<file path="src/inc/gpe_pkg.sv">
// shared constants and carrier types of the gpio edge / clock-select block
package gpe_pkg;

  // ==========================================================================
  // register indices (byte address is four times the index)
  localparam logic [5:0] IDX_PORT0_OUT = 6'h00;
  localparam logic [5:0] IDX_PORT1_OUT = 6'h01;
  localparam logic [5:0] IDX_PORT2_OUT = 6'h02;
  localparam logic [5:0] IDX_IRQ_STATUS = 6'h04;
  localparam logic [5:0] IDX_IRQ_MASK = 6'h05;
  localparam logic [5:0] IDX_PORT1_IN = 6'h09;
  localparam logic [5:0] IDX_PORT2_IN = 6'h0a;
  localparam logic [5:0] IDX_PORT3_IN = 6'h0b;
  localparam logic [5:0] IDX_EDGE_SEL = 6'h0c;
  localparam logic [5:0] IDX_CLK_CTRL = 6'h0d;
  localparam logic [5:0] IDX_PORT0_DIR = 6'h10;
  localparam logic [5:0] IDX_PORT1_DIR = 6'h11;
  localparam logic [5:0] IDX_PORT2_DIR = 6'h12;

  // ==========================================================================
  // reset values and field positions
  localparam logic [7:0] OUT_RST = 8'hff;
  localparam logic [7:0] DIR_RST = 8'h00;
  localparam logic [7:0] EDGE_SEL_RST = 8'h00;
  localparam logic [1:0] CLK_CTRL_RST = 2'h0;
  localparam logic [7:0] IRQ_STATUS_RST = 8'h00;
  localparam logic [7:0] IRQ_MASK_RST = 8'h00;
  localparam int SYSCLK_FROM_PIN_SEL_BIT = 0;
  localparam int AFECLK_FROM_PIN_SEL_BIT = 1;
  localparam logic [1:0] RESP_OKAY = 2'h0;
  localparam logic [1:0] RESP_SLVERR = 2'h2;

  // ==========================================================================
  // axi4-lite carriers
  typedef struct packed {
    logic awvalid;
    logic [7:0] awaddr;
    logic wvalid;
    logic [31:0] wdata;
    logic [3:0] wstrb;
    logic bready;
    logic arvalid;
    logic [7:0] araddr;
    logic rready;
  } gpe_axil_req_t;

  typedef struct packed {
    logic awready;
    logic wready;
    logic bvalid;
    logic [1:0] bresp;
    logic arready;
    logic rvalid;
    logic [31:0] rdata;
    logic [1:0] rresp;
  } gpe_axil_rsp_t;

  // one 8-bit bidirectional port as seen at the pads
  typedef struct packed {
    logic [7:0] out;
    logic [7:0] oeN;
    logic [7:0] pullupEn;
  } gpe_port_drive_t;

  function automatic logic [7:0] gpe_byte_addr(input logic [5:0] idx);
    return {idx, 2'b00};
  endfunction

endpackage
</file>
<file path="src/core/gpe_gpio_port.sv">
// gpio ports with input readback, direction, pullup, edge interrupts and clock select
//
// Chosen here: the AXI4-Lite register port.

// Operation
// - port input registers are read-only and return current pin levels; no fixed reset.
// - port 3 input returns pins on bits 8:0; bits 15:9 read zero.
// - for an input pin, output bit 1 enables weak pullup, 0 leaves tri-state.
// - each of eight interrupt lines has an edge bit: 0 rising, 1 falling.
// - edge-select register clears to 00h on every reset; freely read/write.
// - clock-source control clears to 00h only on power-on reset; kept otherwise.
// - clock-control bit 0 takes base system clock from pin P2.4, overriding crystal-1.
// - clock-control bit 1 takes base front-end clock from pin P2.6, overriding crystal-2.
// - clock-control bits 7:2 are reserved and read zero.
// - direction 1 drives pin from output bit; 0 makes it an input.
// - port 0..2 direction registers clear to 00h on every reset; freely read/write.
// - interrupt flag sets on selected edge, requests if enabled, stays until cleared.
// - port 1 and 2 outputs reset to FFh; direction changes leave them unchanged.
module gpe_gpio_port
  import gpe_pkg::*;
(
  input wire logic clk,
  input wire logic srst,
  input wire logic porRst,
  input wire gpe_axil_req_t axiReq,
  output gpe_axil_rsp_t axiRsp,
  input wire logic [7:0] port0In,
  input wire logic [7:0] port1In,
  input wire logic [7:0] port2In,
  input wire logic [8:0] port3In,
  output gpe_port_drive_t port0Drive,
  output gpe_port_drive_t port1Drive,
  output gpe_port_drive_t port2Drive,
  output logic sysClkFromPin,
  output logic afeClkFromPin,
  output logic irq
);

  // ==========================================================================
  // state
  typedef struct packed {
    logic [7:0] p0Sync1;
    logic [7:0] p0Sync2;
    logic [7:0] p0Prev;
    logic [7:0] p1Sync1;
    logic [7:0] p1Sync2;
    logic [7:0] p2Sync1;
    logic [7:0] p2Sync2;
    logic [8:0] p3Sync1;
    logic [8:0] p3Sync2;
    logic [7:0] out0;
    logic [7:0] out1;
    logic [7:0] out2;
    logic [7:0] dir0;
    logic [7:0] dir1;
    logic [7:0] dir2;
    logic [7:0] edgeSel;
    logic [1:0] clkCtrl;
    logic [7:0] status;
    logic [7:0] mask;
    logic awHeld;
    logic wHeld;
    logic [7:0] wAddr;
    logic [31:0] wData;
    logic [3:0] wStrb;
    gpe_axil_rsp_t rsp;
    gpe_port_drive_t drv0;
    gpe_port_drive_t drv1;
    gpe_port_drive_t drv2;
    logic sysSel;
    logic afeSel;
    logic irq;
  } gpe_state_t;

  gpe_state_t s;
  gpe_state_t next_s;

  // ==========================================================================
  // helpers
  function automatic gpe_port_drive_t drive(input logic [7:0] out, input logic [7:0] dir);
    gpe_port_drive_t d;
    d.out = out;
    d.oeN = ~dir;
    d.pullupEn = ~dir & out;
    return d;
  endfunction

  function automatic logic [31:0] read_reg(input gpe_state_t st, input logic [7:0] addr,
                                           output logic ok);
    logic [31:0] v;
    v = 32'h0000_0000;
    ok = 1'b1;
    if (addr == gpe_byte_addr(IDX_PORT0_OUT)) begin
      v[7:0] = st.out0;
    end else if (addr == gpe_byte_addr(IDX_PORT1_OUT)) begin
      v[7:0] = st.out1;
    end else if (addr == gpe_byte_addr(IDX_PORT2_OUT)) begin
      v[7:0] = st.out2;
    end else if (addr == gpe_byte_addr(IDX_IRQ_STATUS)) begin
      v[7:0] = st.status;
    end else if (addr == gpe_byte_addr(IDX_IRQ_MASK)) begin
      v[7:0] = st.mask;
    end else if (addr == gpe_byte_addr(IDX_PORT1_IN)) begin
      v[7:0] = st.p1Sync2;
    end else if (addr == gpe_byte_addr(IDX_PORT2_IN)) begin
      v[7:0] = st.p2Sync2;
    end else if (addr == gpe_byte_addr(IDX_PORT3_IN)) begin
      v[8:0] = st.p3Sync2;
    end else if (addr == gpe_byte_addr(IDX_EDGE_SEL)) begin
      v[7:0] = st.edgeSel;
    end else if (addr == gpe_byte_addr(IDX_CLK_CTRL)) begin
      v[1:0] = st.clkCtrl;
    end else if (addr == gpe_byte_addr(IDX_PORT0_DIR)) begin
      v[7:0] = st.dir0;
    end else if (addr == gpe_byte_addr(IDX_PORT1_DIR)) begin
      v[7:0] = st.dir1;
    end else if (addr == gpe_byte_addr(IDX_PORT2_DIR)) begin
      v[7:0] = st.dir2;
    end else begin
      ok = 1'b0;
    end
    return v;
  endfunction

  // ==========================================================================
  // next state
  always_comb begin
    logic [7:0] rise;
    logic [7:0] fall;
    logic [7:0] edgeHit;
    logic [7:0] clr;
    logic [7:0] wb;
    logic rdOk;
    logic wrOk;
    logic [31:0] rdVal;
    rise = 8'h00;
    fall = 8'h00;
    edgeHit = 8'h00;
    clr = 8'h00;
    wb = 8'h00;
    rdOk = 1'b0;
    wrOk = 1'b0;
    rdVal = 32'h0000_0000;
    next_s = s;

    // pins are asynchronous to clk
    next_s.p0Sync1 = port0In;
    next_s.p0Sync2 = s.p0Sync1;
    next_s.p0Prev = s.p0Sync2;
    next_s.p1Sync1 = port1In;
    next_s.p1Sync2 = s.p1Sync1;
    next_s.p2Sync1 = port2In;
    next_s.p2Sync2 = s.p2Sync1;
    next_s.p3Sync1 = port3In;
    next_s.p3Sync2 = s.p3Sync1;

    // port 0 pins double as the eight external interrupt lines
    rise = s.p0Sync2 & ~s.p0Prev;
    fall = ~s.p0Sync2 & s.p0Prev;
    edgeHit = (s.edgeSel & fall) | (~s.edgeSel & rise);

    // write channel: address and data may come in either order
    if (axiReq.awvalid && s.rsp.awready) begin
      next_s.awHeld = 1'b1;
      next_s.wAddr = axiReq.awaddr;
    end
    if (axiReq.wvalid && s.rsp.wready) begin
      next_s.wHeld = 1'b1;
      next_s.wData = axiReq.wdata;
      next_s.wStrb = axiReq.wstrb;
    end
    if (s.awHeld && s.wHeld && !s.rsp.bvalid) begin
      wb = s.wStrb[0] ? s.wData[7:0] : 8'h00;
      wrOk = 1'b1;
      if (s.wStrb[0]) begin
        if (s.wAddr == gpe_byte_addr(IDX_PORT0_OUT)) begin
          next_s.out0 = wb;
        end else if (s.wAddr == gpe_byte_addr(IDX_PORT1_OUT)) begin
          next_s.out1 = wb;
        end else if (s.wAddr == gpe_byte_addr(IDX_PORT2_OUT)) begin
          next_s.out2 = wb;
        end else if (s.wAddr == gpe_byte_addr(IDX_IRQ_STATUS)) begin
          clr = wb;
        end else if (s.wAddr == gpe_byte_addr(IDX_IRQ_MASK)) begin
          next_s.mask = wb;
        end else if (s.wAddr == gpe_byte_addr(IDX_EDGE_SEL)) begin
          next_s.edgeSel = wb;
        end else if (s.wAddr == gpe_byte_addr(IDX_CLK_CTRL)) begin
          next_s.clkCtrl = wb[1:0];
        end else if (s.wAddr == gpe_byte_addr(IDX_PORT0_DIR)) begin
          next_s.dir0 = wb;
        end else if (s.wAddr == gpe_byte_addr(IDX_PORT1_DIR)) begin
          next_s.dir1 = wb;
        end else if (s.wAddr == gpe_byte_addr(IDX_PORT2_DIR)) begin
          next_s.dir2 = wb;
        end
      end
      // input registers are read-only: writes there answer okay and do nothing
      rdVal = read_reg(s, s.wAddr, wrOk);
      next_s.awHeld = 1'b0;
      next_s.wHeld = 1'b0;
      next_s.rsp.bvalid = 1'b1;
      next_s.rsp.bresp = wrOk ? RESP_OKAY : RESP_SLVERR;
    end else if (s.rsp.bvalid && axiReq.bready) begin
      next_s.rsp.bvalid = 1'b0;
    end

    // set wins over a clear in the same cycle
    next_s.status = (s.status & ~clr) | edgeHit;

    // read channel
    if (axiReq.arvalid && s.rsp.arready) begin
      rdVal = read_reg(s, axiReq.araddr, rdOk);
      next_s.rsp.rvalid = 1'b1;
      next_s.rsp.rdata = rdVal;
      next_s.rsp.rresp = rdOk ? RESP_OKAY : RESP_SLVERR;
    end else if (s.rsp.rvalid && axiReq.rready) begin
      next_s.rsp.rvalid = 1'b0;
    end

    // reset keeps the synchronisers running so readback follows the pins
    if (srst || porRst) begin
      next_s.out0 = OUT_RST;
      next_s.out1 = OUT_RST;
      next_s.out2 = OUT_RST;
      next_s.dir0 = DIR_RST;
      next_s.dir1 = DIR_RST;
      next_s.dir2 = DIR_RST;
      next_s.edgeSel = EDGE_SEL_RST;
      next_s.status = IRQ_STATUS_RST;
      next_s.mask = IRQ_MASK_RST;
      next_s.awHeld = 1'b0;
      next_s.wHeld = 1'b0;
      next_s.wAddr = 8'h00;
      next_s.wData = 32'h0000_0000;
      next_s.wStrb = 4'h0;
      next_s.rsp = '0;
      if (porRst) begin
        next_s.clkCtrl = CLK_CTRL_RST;
      end
    end

    next_s.rsp.awready = !next_s.awHeld && !next_s.rsp.bvalid;
    next_s.rsp.wready = !next_s.wHeld && !next_s.rsp.bvalid;
    next_s.rsp.arready = !next_s.rsp.rvalid;

    // pad controls are registered; direction leaves stored output data alone
    next_s.drv0 = drive(next_s.out0, next_s.dir0);
    next_s.drv1 = drive(next_s.out1, next_s.dir1);
    next_s.drv2 = drive(next_s.out2, next_s.dir2);
    // only the select is made here; the glitch-free clock mux sits in the clock unit
    next_s.sysSel = next_s.clkCtrl[SYSCLK_FROM_PIN_SEL_BIT];
    next_s.afeSel = next_s.clkCtrl[AFECLK_FROM_PIN_SEL_BIT];
    next_s.irq = |(next_s.status & next_s.mask);
  end

  always_ff @(posedge clk) begin
    s <= next_s;
  end

  // ==========================================================================
  // outputs
  assign axiRsp = s.rsp;
  assign port0Drive = s.drv0;
  assign port1Drive = s.drv1;
  assign port2Drive = s.drv2;
  assign sysClkFromPin = s.sysSel;
  assign afeClkFromPin = s.afeSel;
  assign irq = s.irq;

endmodule

</file>
<file path="config.mk">
export PLATFORM = sky130hd
export DESIGN_NAME = gpe_gpio_port
export DESIGN_NICKNAME = d
export VERILOG_FILES = /design/src/inc/gpe_pkg.sv /design/src/core/gpe_gpio_port.sv
export SDC_FILE = /design/constraint.sdc
export NUM_CORES = 1
export LEC_CHECK = 0
export BUFFER_PORTS_ARGS = -buffer_cell sky130_fd_sc_hd__buf_2
export CORE_MARGIN = 5
export CORE_UTILIZATION = 49
export CTS_CLUSTER_SIZE = 25
export DETAILED_ROUTE_END_ITERATION = 7
export PLACE_DENSITY = 0.73
export SYNTH_ARGS = -nofsm -noshare
export SYNTH_HDL_FRONTEND = slang
export SYNTH_SLANG_ARGS = --single-unit
</file>
<file path="constraint.sdc">
create_clock -name clk -period 4.08 [get_ports clk]
set_clock_uncertainty 0.05 [all_clocks]
set_input_delay 0.408 -clock clk [delete_from_list [all_inputs] [get_ports clk]]
set_output_delay 0.408 -clock clk [all_outputs]
set_load 0.03 [all_outputs]
</file>
==> flow_summary_export.csv, run 1 <==
group,metric,value,unit
placement,dp_hpwl,17.2,mm
yosys,synthesis.instances,961,
clock_tree,cts_tree,"done",
power,seqPwrFrac,47.5,%
placement,numPortBuffers,156,
power,leakage,4.27,nW
worst_setup_path,r2r_end,"s[201]",
clock_tree,cts_made_buffers,24,
clock_tree,cts_root_buffer,"clkbuf_16",
timing,setup-violations-final,0,
die,dieHeight,147,um
global_route,grt_overflow,0,
worst_setup_path,rr_startpoint,"s[154]",
cells_and_area,final_net_count,1136,
yosys,synth_edf_count,0,
drt,vias_per_cell,5.38,
power,powerDensity,468,nW/um^2
global_route,grt_pass1_wl,36.5,mm
yosys,yosysWarnings,0,
yosys,synth_top_flop_cell,"dfxtp_1",
timing,fin_hold_ws,0.0723,ns
yosys,yosysTopAreaCellShare,50.4,%
global_route,track_usage,21.1,%
timing,hold_viol_final,0,
die,start_util,49.6,%
timing,slew_viol_final,0,
clock_tree,path_clk_slew,0.06,ns
yosys,syn-cell-area,9210,sq um
run,cap_violations,0,
timing,tightest_slew,1.14,ns
global_route,grt_antenna_before_repair,0,
clock_tree,cts_sinks,232,
worst_setup_path,ff2ff_path_depth,4,
clock_tree,h-tree-depth,1,
worst_setup_path,critPathRequiredTime,4.44,ns
yosys,postSynth.asyncResetShare,0,%
min_path,hold_path_end,"s[123]",
yosys,synth_common_cells,"dfxtp_1 (232), nand2_1 (149), buf_4 (113)",
yosys,avgSynthCellArea,9.58,sq um
timing,fin_crit_sh,63.1,%
drt,drt_first_pass_iters,4,
drt,drc,0,
timing,setup-tns-final,0,ns
min_path,hold_depth,3,
worst_setup_path,critical_path_class,"reg -> reg",
cells_and_area,area_growth,14.9,%
yosys,synth_area_leaders,"dfxtp_1 (50%), buf_4 (9.2%), nand2_1 (6.1%)",
power,p_clk_share,47.1,%
drt,vias,6971,
die,fp-row-count,50,
cells_and_area,drive_gt1_share,23.7,%
global_route,grt_pass1_vias,6620,
min_path,hold_class,"in -> reg",
power,power.net_switching,0.00110,W
power,combPwrFrac,5.4,%
run_status,status,"completed",
drt,routedWlPerCell,18.3,um
worst_setup_path,reg2reg_slack,1.51,ns
power,vdd_drop_max,0.330,mV
worst_setup_path,cp-start-kind,"flop",
timing,slew_headroom,22.9,%
clock_tree,clock_path_buffers,3,
power,netSwitchingFraction,22.3,%
drt,wl,23.6,mm
power,p_int,0.00385,W
die,ios,209,
timing,finalCriticalPeriod,2.57,ns
drt,drtIter0Drc,430,
cells_and_area,diodes,0,
placement,place_congestion,0.955,
timing,max_freq,389,MHz
timing,rsz0062_at_grt,"false",
drt,ant_nets,0,
worst_setup_path,cp.arrival,2.93,ns
worst_setup_path,path_max_fanout,8,
clock_tree,clk_latency,0.52,ns
die,dieWidth,147,um
yosys,ys_types,76,
global_route,grt_max_degree,94,
die,die-area,21600,sq um
clock_tree,cts_resized,0,
yosys,ys_ff_latch,232,
min_path,hold_start,"axiReq[18]",
yosys,synth_most_common_cell,"dfxtp_1",
yosys,synth_top_area_cell,"dfxtp_1",
die,coreArea,18600,sq um
worst_setup_path,endpoint_kind,"flop",
clock_tree,post_cts_buffers,0,
yosys,ys_seq_area_share,50.4,%
## power groups by stage
stage / registers [W] / clock network (W) / logic, W
floorplan: 0.00238 / 0 / 0.000194
global placement: 0.00240 / 0 / 0.000240
detailed placement: 0.00240 / 0 / 0.000241
CTS: 0.00235 / 0.00236 / 0.000266
global route: 0.00236 / 0.00248 / 0.000294
finish: 0.00235 / 0.00233 / 0.000269
## how the worst max path moves through the flow
stage               cells after the start  startpoint             to
CTS                                     5  axiRsp[38]  port1Drive[0]
finish                                  4      s[154]         s[201]
global placement                        6   axiReq[3]      axiRsp[2]
detailed placement                      6   axiReq[3]      axiRsp[2]
floorplan                               7   axiReq[5]      axiRsp[2]
global route                            5  axiRsp[38]  port1Drive[0]
## sequential cells by signal, indices dropped and copies added (netlist names)
name,flops
port0Drive,24
next_s,41
port2Drive,24
port1Drive,24
irq,1
afeClkFromPin,1
axiRsp,16
s,101
## cell usage in the layout (no fill, tap or decap), types with 5 or more instances in the layout
cell type,instances
nand3_1,13
nor4_1,6
dfxtp_1,232
o22ai_1,10
mux2i_1,34
and2_1,34
conb_1,25
clkbuf_8,5
clkbuf_16,24
o21a_1,5
nand2_1,149
o2bb2ai_1,5
a22oi_1,10
nor2_1,17
buf_2,156
nand2b_1,18
a21o_1,5
o21ai_1,7
a221oi_1,9
o21ai_0,41
dlygate4sd3_1,33
or4_1,7
nor3_1,7
a21oi_1,52
inv_1,8
mux2_2,26
nor2b_1,10
a32oi_1,8
## logic make-up (layout without fill, tap and decap cells)
logic type | Yosys count | in the layout | synth area share [%]
flops | 232 | 232 | 50.4
mux | 60 | 60 | 6.88
buf+inv | 171 | 247 | 11.8
compound gates | 195 | 195 | 14.0
simple gates | 302 | 302 | 16.9
other cells | 1 | 25 | 0.0407
## worst max-delay path, cell delays in order, from the launching register on
cell and delay (ns):
dfxtp_1 0.45, nor4b_1 0.95, nand2_2 0.40, mux2_2 0.43, and2_1 0.18
## per-stage QoR
| step | std cells | worst slack (ns) | power (W) | util (%) | area (sq um) |
|---|---|---|---|---|---|
| 5_1_grt | 1295 | 1.36 | 0.00513 | 57.0 | 10600 |
| 3_5_place_dp | 1218 | 1.22 | 0.00264 | 50.5 | 9390 |
| 4_1_cts | 1295 | 1.54 | 0.00498 | 57.0 | 10600 |
| 3_3_place_gp | 1218 | 1.24 | 0.00264 | 50.5 | 9390 |
| 6_report | 1295 | 1.51 | 0.00495 | 57.0 | 10600 |
| 2_1_floorplan | 985 | 1.87 | 0.00258 | - | 9300 |
## layer usage
metal	up-vias	track usage, %	share of wire (%)
met5	-	0	0
met4	0	8.11	4.0
met3	59	3.95	6.3
met2	237	36.1	48
met1	3304	26.4	42
li1	3371	-	-
## layout make-up
cell class	count	area [sq um]
Inverter	9	33.8
Multi-Input combinational cell	582	3580
Clock buffer	32	681
Timing Repair Buffer	194	1160
Fill cell	1608	8000
Tap cell	234	293
Clock inverter	12	188
Sequential cell	232	4640
## what timing repair did
item / CTS / global route
hold endpoints to repair: 33 / 0
setup endpoints to repair: 0 / 0
hold buffers: 33 / 0
No activity file was read; power rests on OpenSTA's default activity.
==> inputs of run 2 (changes only) <==
PLACE_DENSITY = 0.76   (was 0.73)
clock period = 2.21 ns   (was 4.08 ns; I/O delays follow)
==> flow_summary_export.csv, run 2 (synthesis gave the netlist of run 1 again) <==
group,metric,value,unit
worst_setup_path,cp-start-kind,"flop",
min_path,hold_class,"in -> reg",
global_route,grt_max_degree,66,
timing,rsz0062_at_grt,"false",
clock_tree,cts_tree,"done",
die,coreArea,18600,sq um
placement,dp_hpwl,18.4,mm
timing,finalCriticalPeriod,2.12,ns
run_status,status,"completed",
drt,drtIter0Drc,498,
min_path,hold_depth,3,
timing,setup-violations-final,0,
worst_setup_path,ff2ff_path_depth,5,
worst_setup_path,r2r_end,"irq",
placement,place_congestion,0.936,
timing,max_freq,473,MHz
worst_setup_path,path_max_fanout,4,
timing,hold_viol_final,0,
global_route,track_usage,22.8,%
clock_tree,post_cts_buffers,0,
clock_tree,h-tree-depth,1,
power,vdd_drop_max,0.617,mV
drt,wl,25.3,mm
clock_tree,cts_sinks,232,
die,ios,209,
worst_setup_path,cp.arrival,2.44,ns
clock_tree,path_clk_slew,0.06,ns
cells_and_area,layout_commonest_cell,"dfxtp_1",
global_route,grt_antenna_before_repair,1,
cells_and_area,regMostFlops,"s",
power,p_total,0.00922,W
power,powerDensity,814,nW/um^2
drt,vias,7340,
clock_tree,clk_latency,0.51,ns
timing,fin_crit_sh,95.7,%
cells_and_area,fillers,1526,
power,leakage,4.68,nW
drt,ant_nets,0,
cells_and_area,final_cell_mix,"dfxtp_1 (232), buf_2 (156), nand2_1 (149)",
timing,slew_viol_final,0,
die,die-area,21600,sq um
clock_tree,cts_root_buffer,"clkbuf_16",
drt,drt_first_pass_iters,5,
drt,drc,0,
clock_tree,clock_path_buffers,3,
cells_and_area,largest_reg_flops,101,
worst_setup_path,reg2reg_slack,0.09,ns
cells_and_area,drive_gt1_share,27.8,%
worst_setup_path,rr_startpoint,"s[152]",
clock_tree,cts_made_buffers,23,
global_route,grt_pass1_wl,39.1,mm
placement,numPortBuffers,156,
die,fp-row-count,50,
min_path,hold_path_end,"axiRsp[35]",
drt,vias_per_cell,5.31,
timing,setup_ws,0.0949,ns
global_route,grt_overflow,0,
timing,slew_headroom,58.0,%
cells_and_area,final_net_count,1223,
die,start_util,49.6,%
timing,fin_hold_ws,0.0295,ns
run,cap_violations,0,
drt,routedWlPerCell,18.4,um
timing,setup-tns-final,0,ns
worst_setup_path,endpoint_kind,"flop",
global_route,grt_pass1_vias,7183,
die,dieHeight,147,um
min_path,hold_start,"axiReq[0]",
cells_and_area,area_growth,23.1,%
worst_setup_path,critical_path_class,"reg -> reg",
placement,pre_cts_ws,0.0489,ns
die,dieWidth,147,um
timing,tightest_slew,0.629,ns
worst_setup_path,critPathRequiredTime,2.54,ns
run 2: how the worst max path moves through the flow:
stage	start	endpoint	slack, ns
3_3_place_gp	s[152]	irq	0.04
5_1_grt	s[152]	irq	0.002
3_5_place_dp	axiReq[5]	axiRsp[7]	0.05
2_1_floorplan	s[152]	irq	0.11
4_1_cts	s[152]	irq	0.01
6_report	s[152]	irq	0.09
run 2: critical path: stages, from the launching register on:
cell	delay, ns
dfxtp_1	0.30
or4_1	0.55
or3_4	0.44
a211o_1	0.31
a22oi_1	0.21
nand4_1	0.12
run 2: what timing repair did:
action | CTS | global route
hold endpoints to repair | 53 | 0
resized for setup | 0 | 7
endpoints found under the setup margin | 0 | 1
hold buffers | 52 | 0
run 2: power breakdown:
group / internal (W) / switching, W
registers: 0.00428 / 0.0000444
logic: 0.000254 / 0.000365
clock network: 0.00272 / 0.00156
total: 0.00725 / 0.00197
run 2: area by class of cell:
class                           instances  area (sq um)  area share [%]
Sequential cell                       232          4640            41.0
Multi-Input combinational cell        582          3630            32.1
Timing Repair Buffer                  282          1880            16.6
Clock buffer                           31           636            5.61
Tap cell                              234           293            2.58
Clock inverter                         10           209            1.84
Inverter                                9          33.8           0.298
Antenna cell                            1          2.50          0.0221
run 2: through the flow:
| step | cells | util (%) | instance area, sq um |
|---|---|---|---|
| 2_1_floorplan | 985 | - | 9300 |
| 3_3_place_gp | 1287 | 53.3 | 9910 |
| 3_5_place_dp | 1287 | 53.3 | 9910 |
| 4_1_cts | 1380 | 60.7 | 11300 |
| 5_1_grt | 1381 | 61.0 | 11300 |
| 6_report | 1381 | 61.0 | 11300 |
run 2: metal layers:
layer	wire length, um	vias up	global-route usage (%)
li1	-	3544	-
met1	10300	3419	28.3
met2	12100	309	38.7
met3	1800	68	4.47
met4	1170	0	9.41
met5	0	-	0
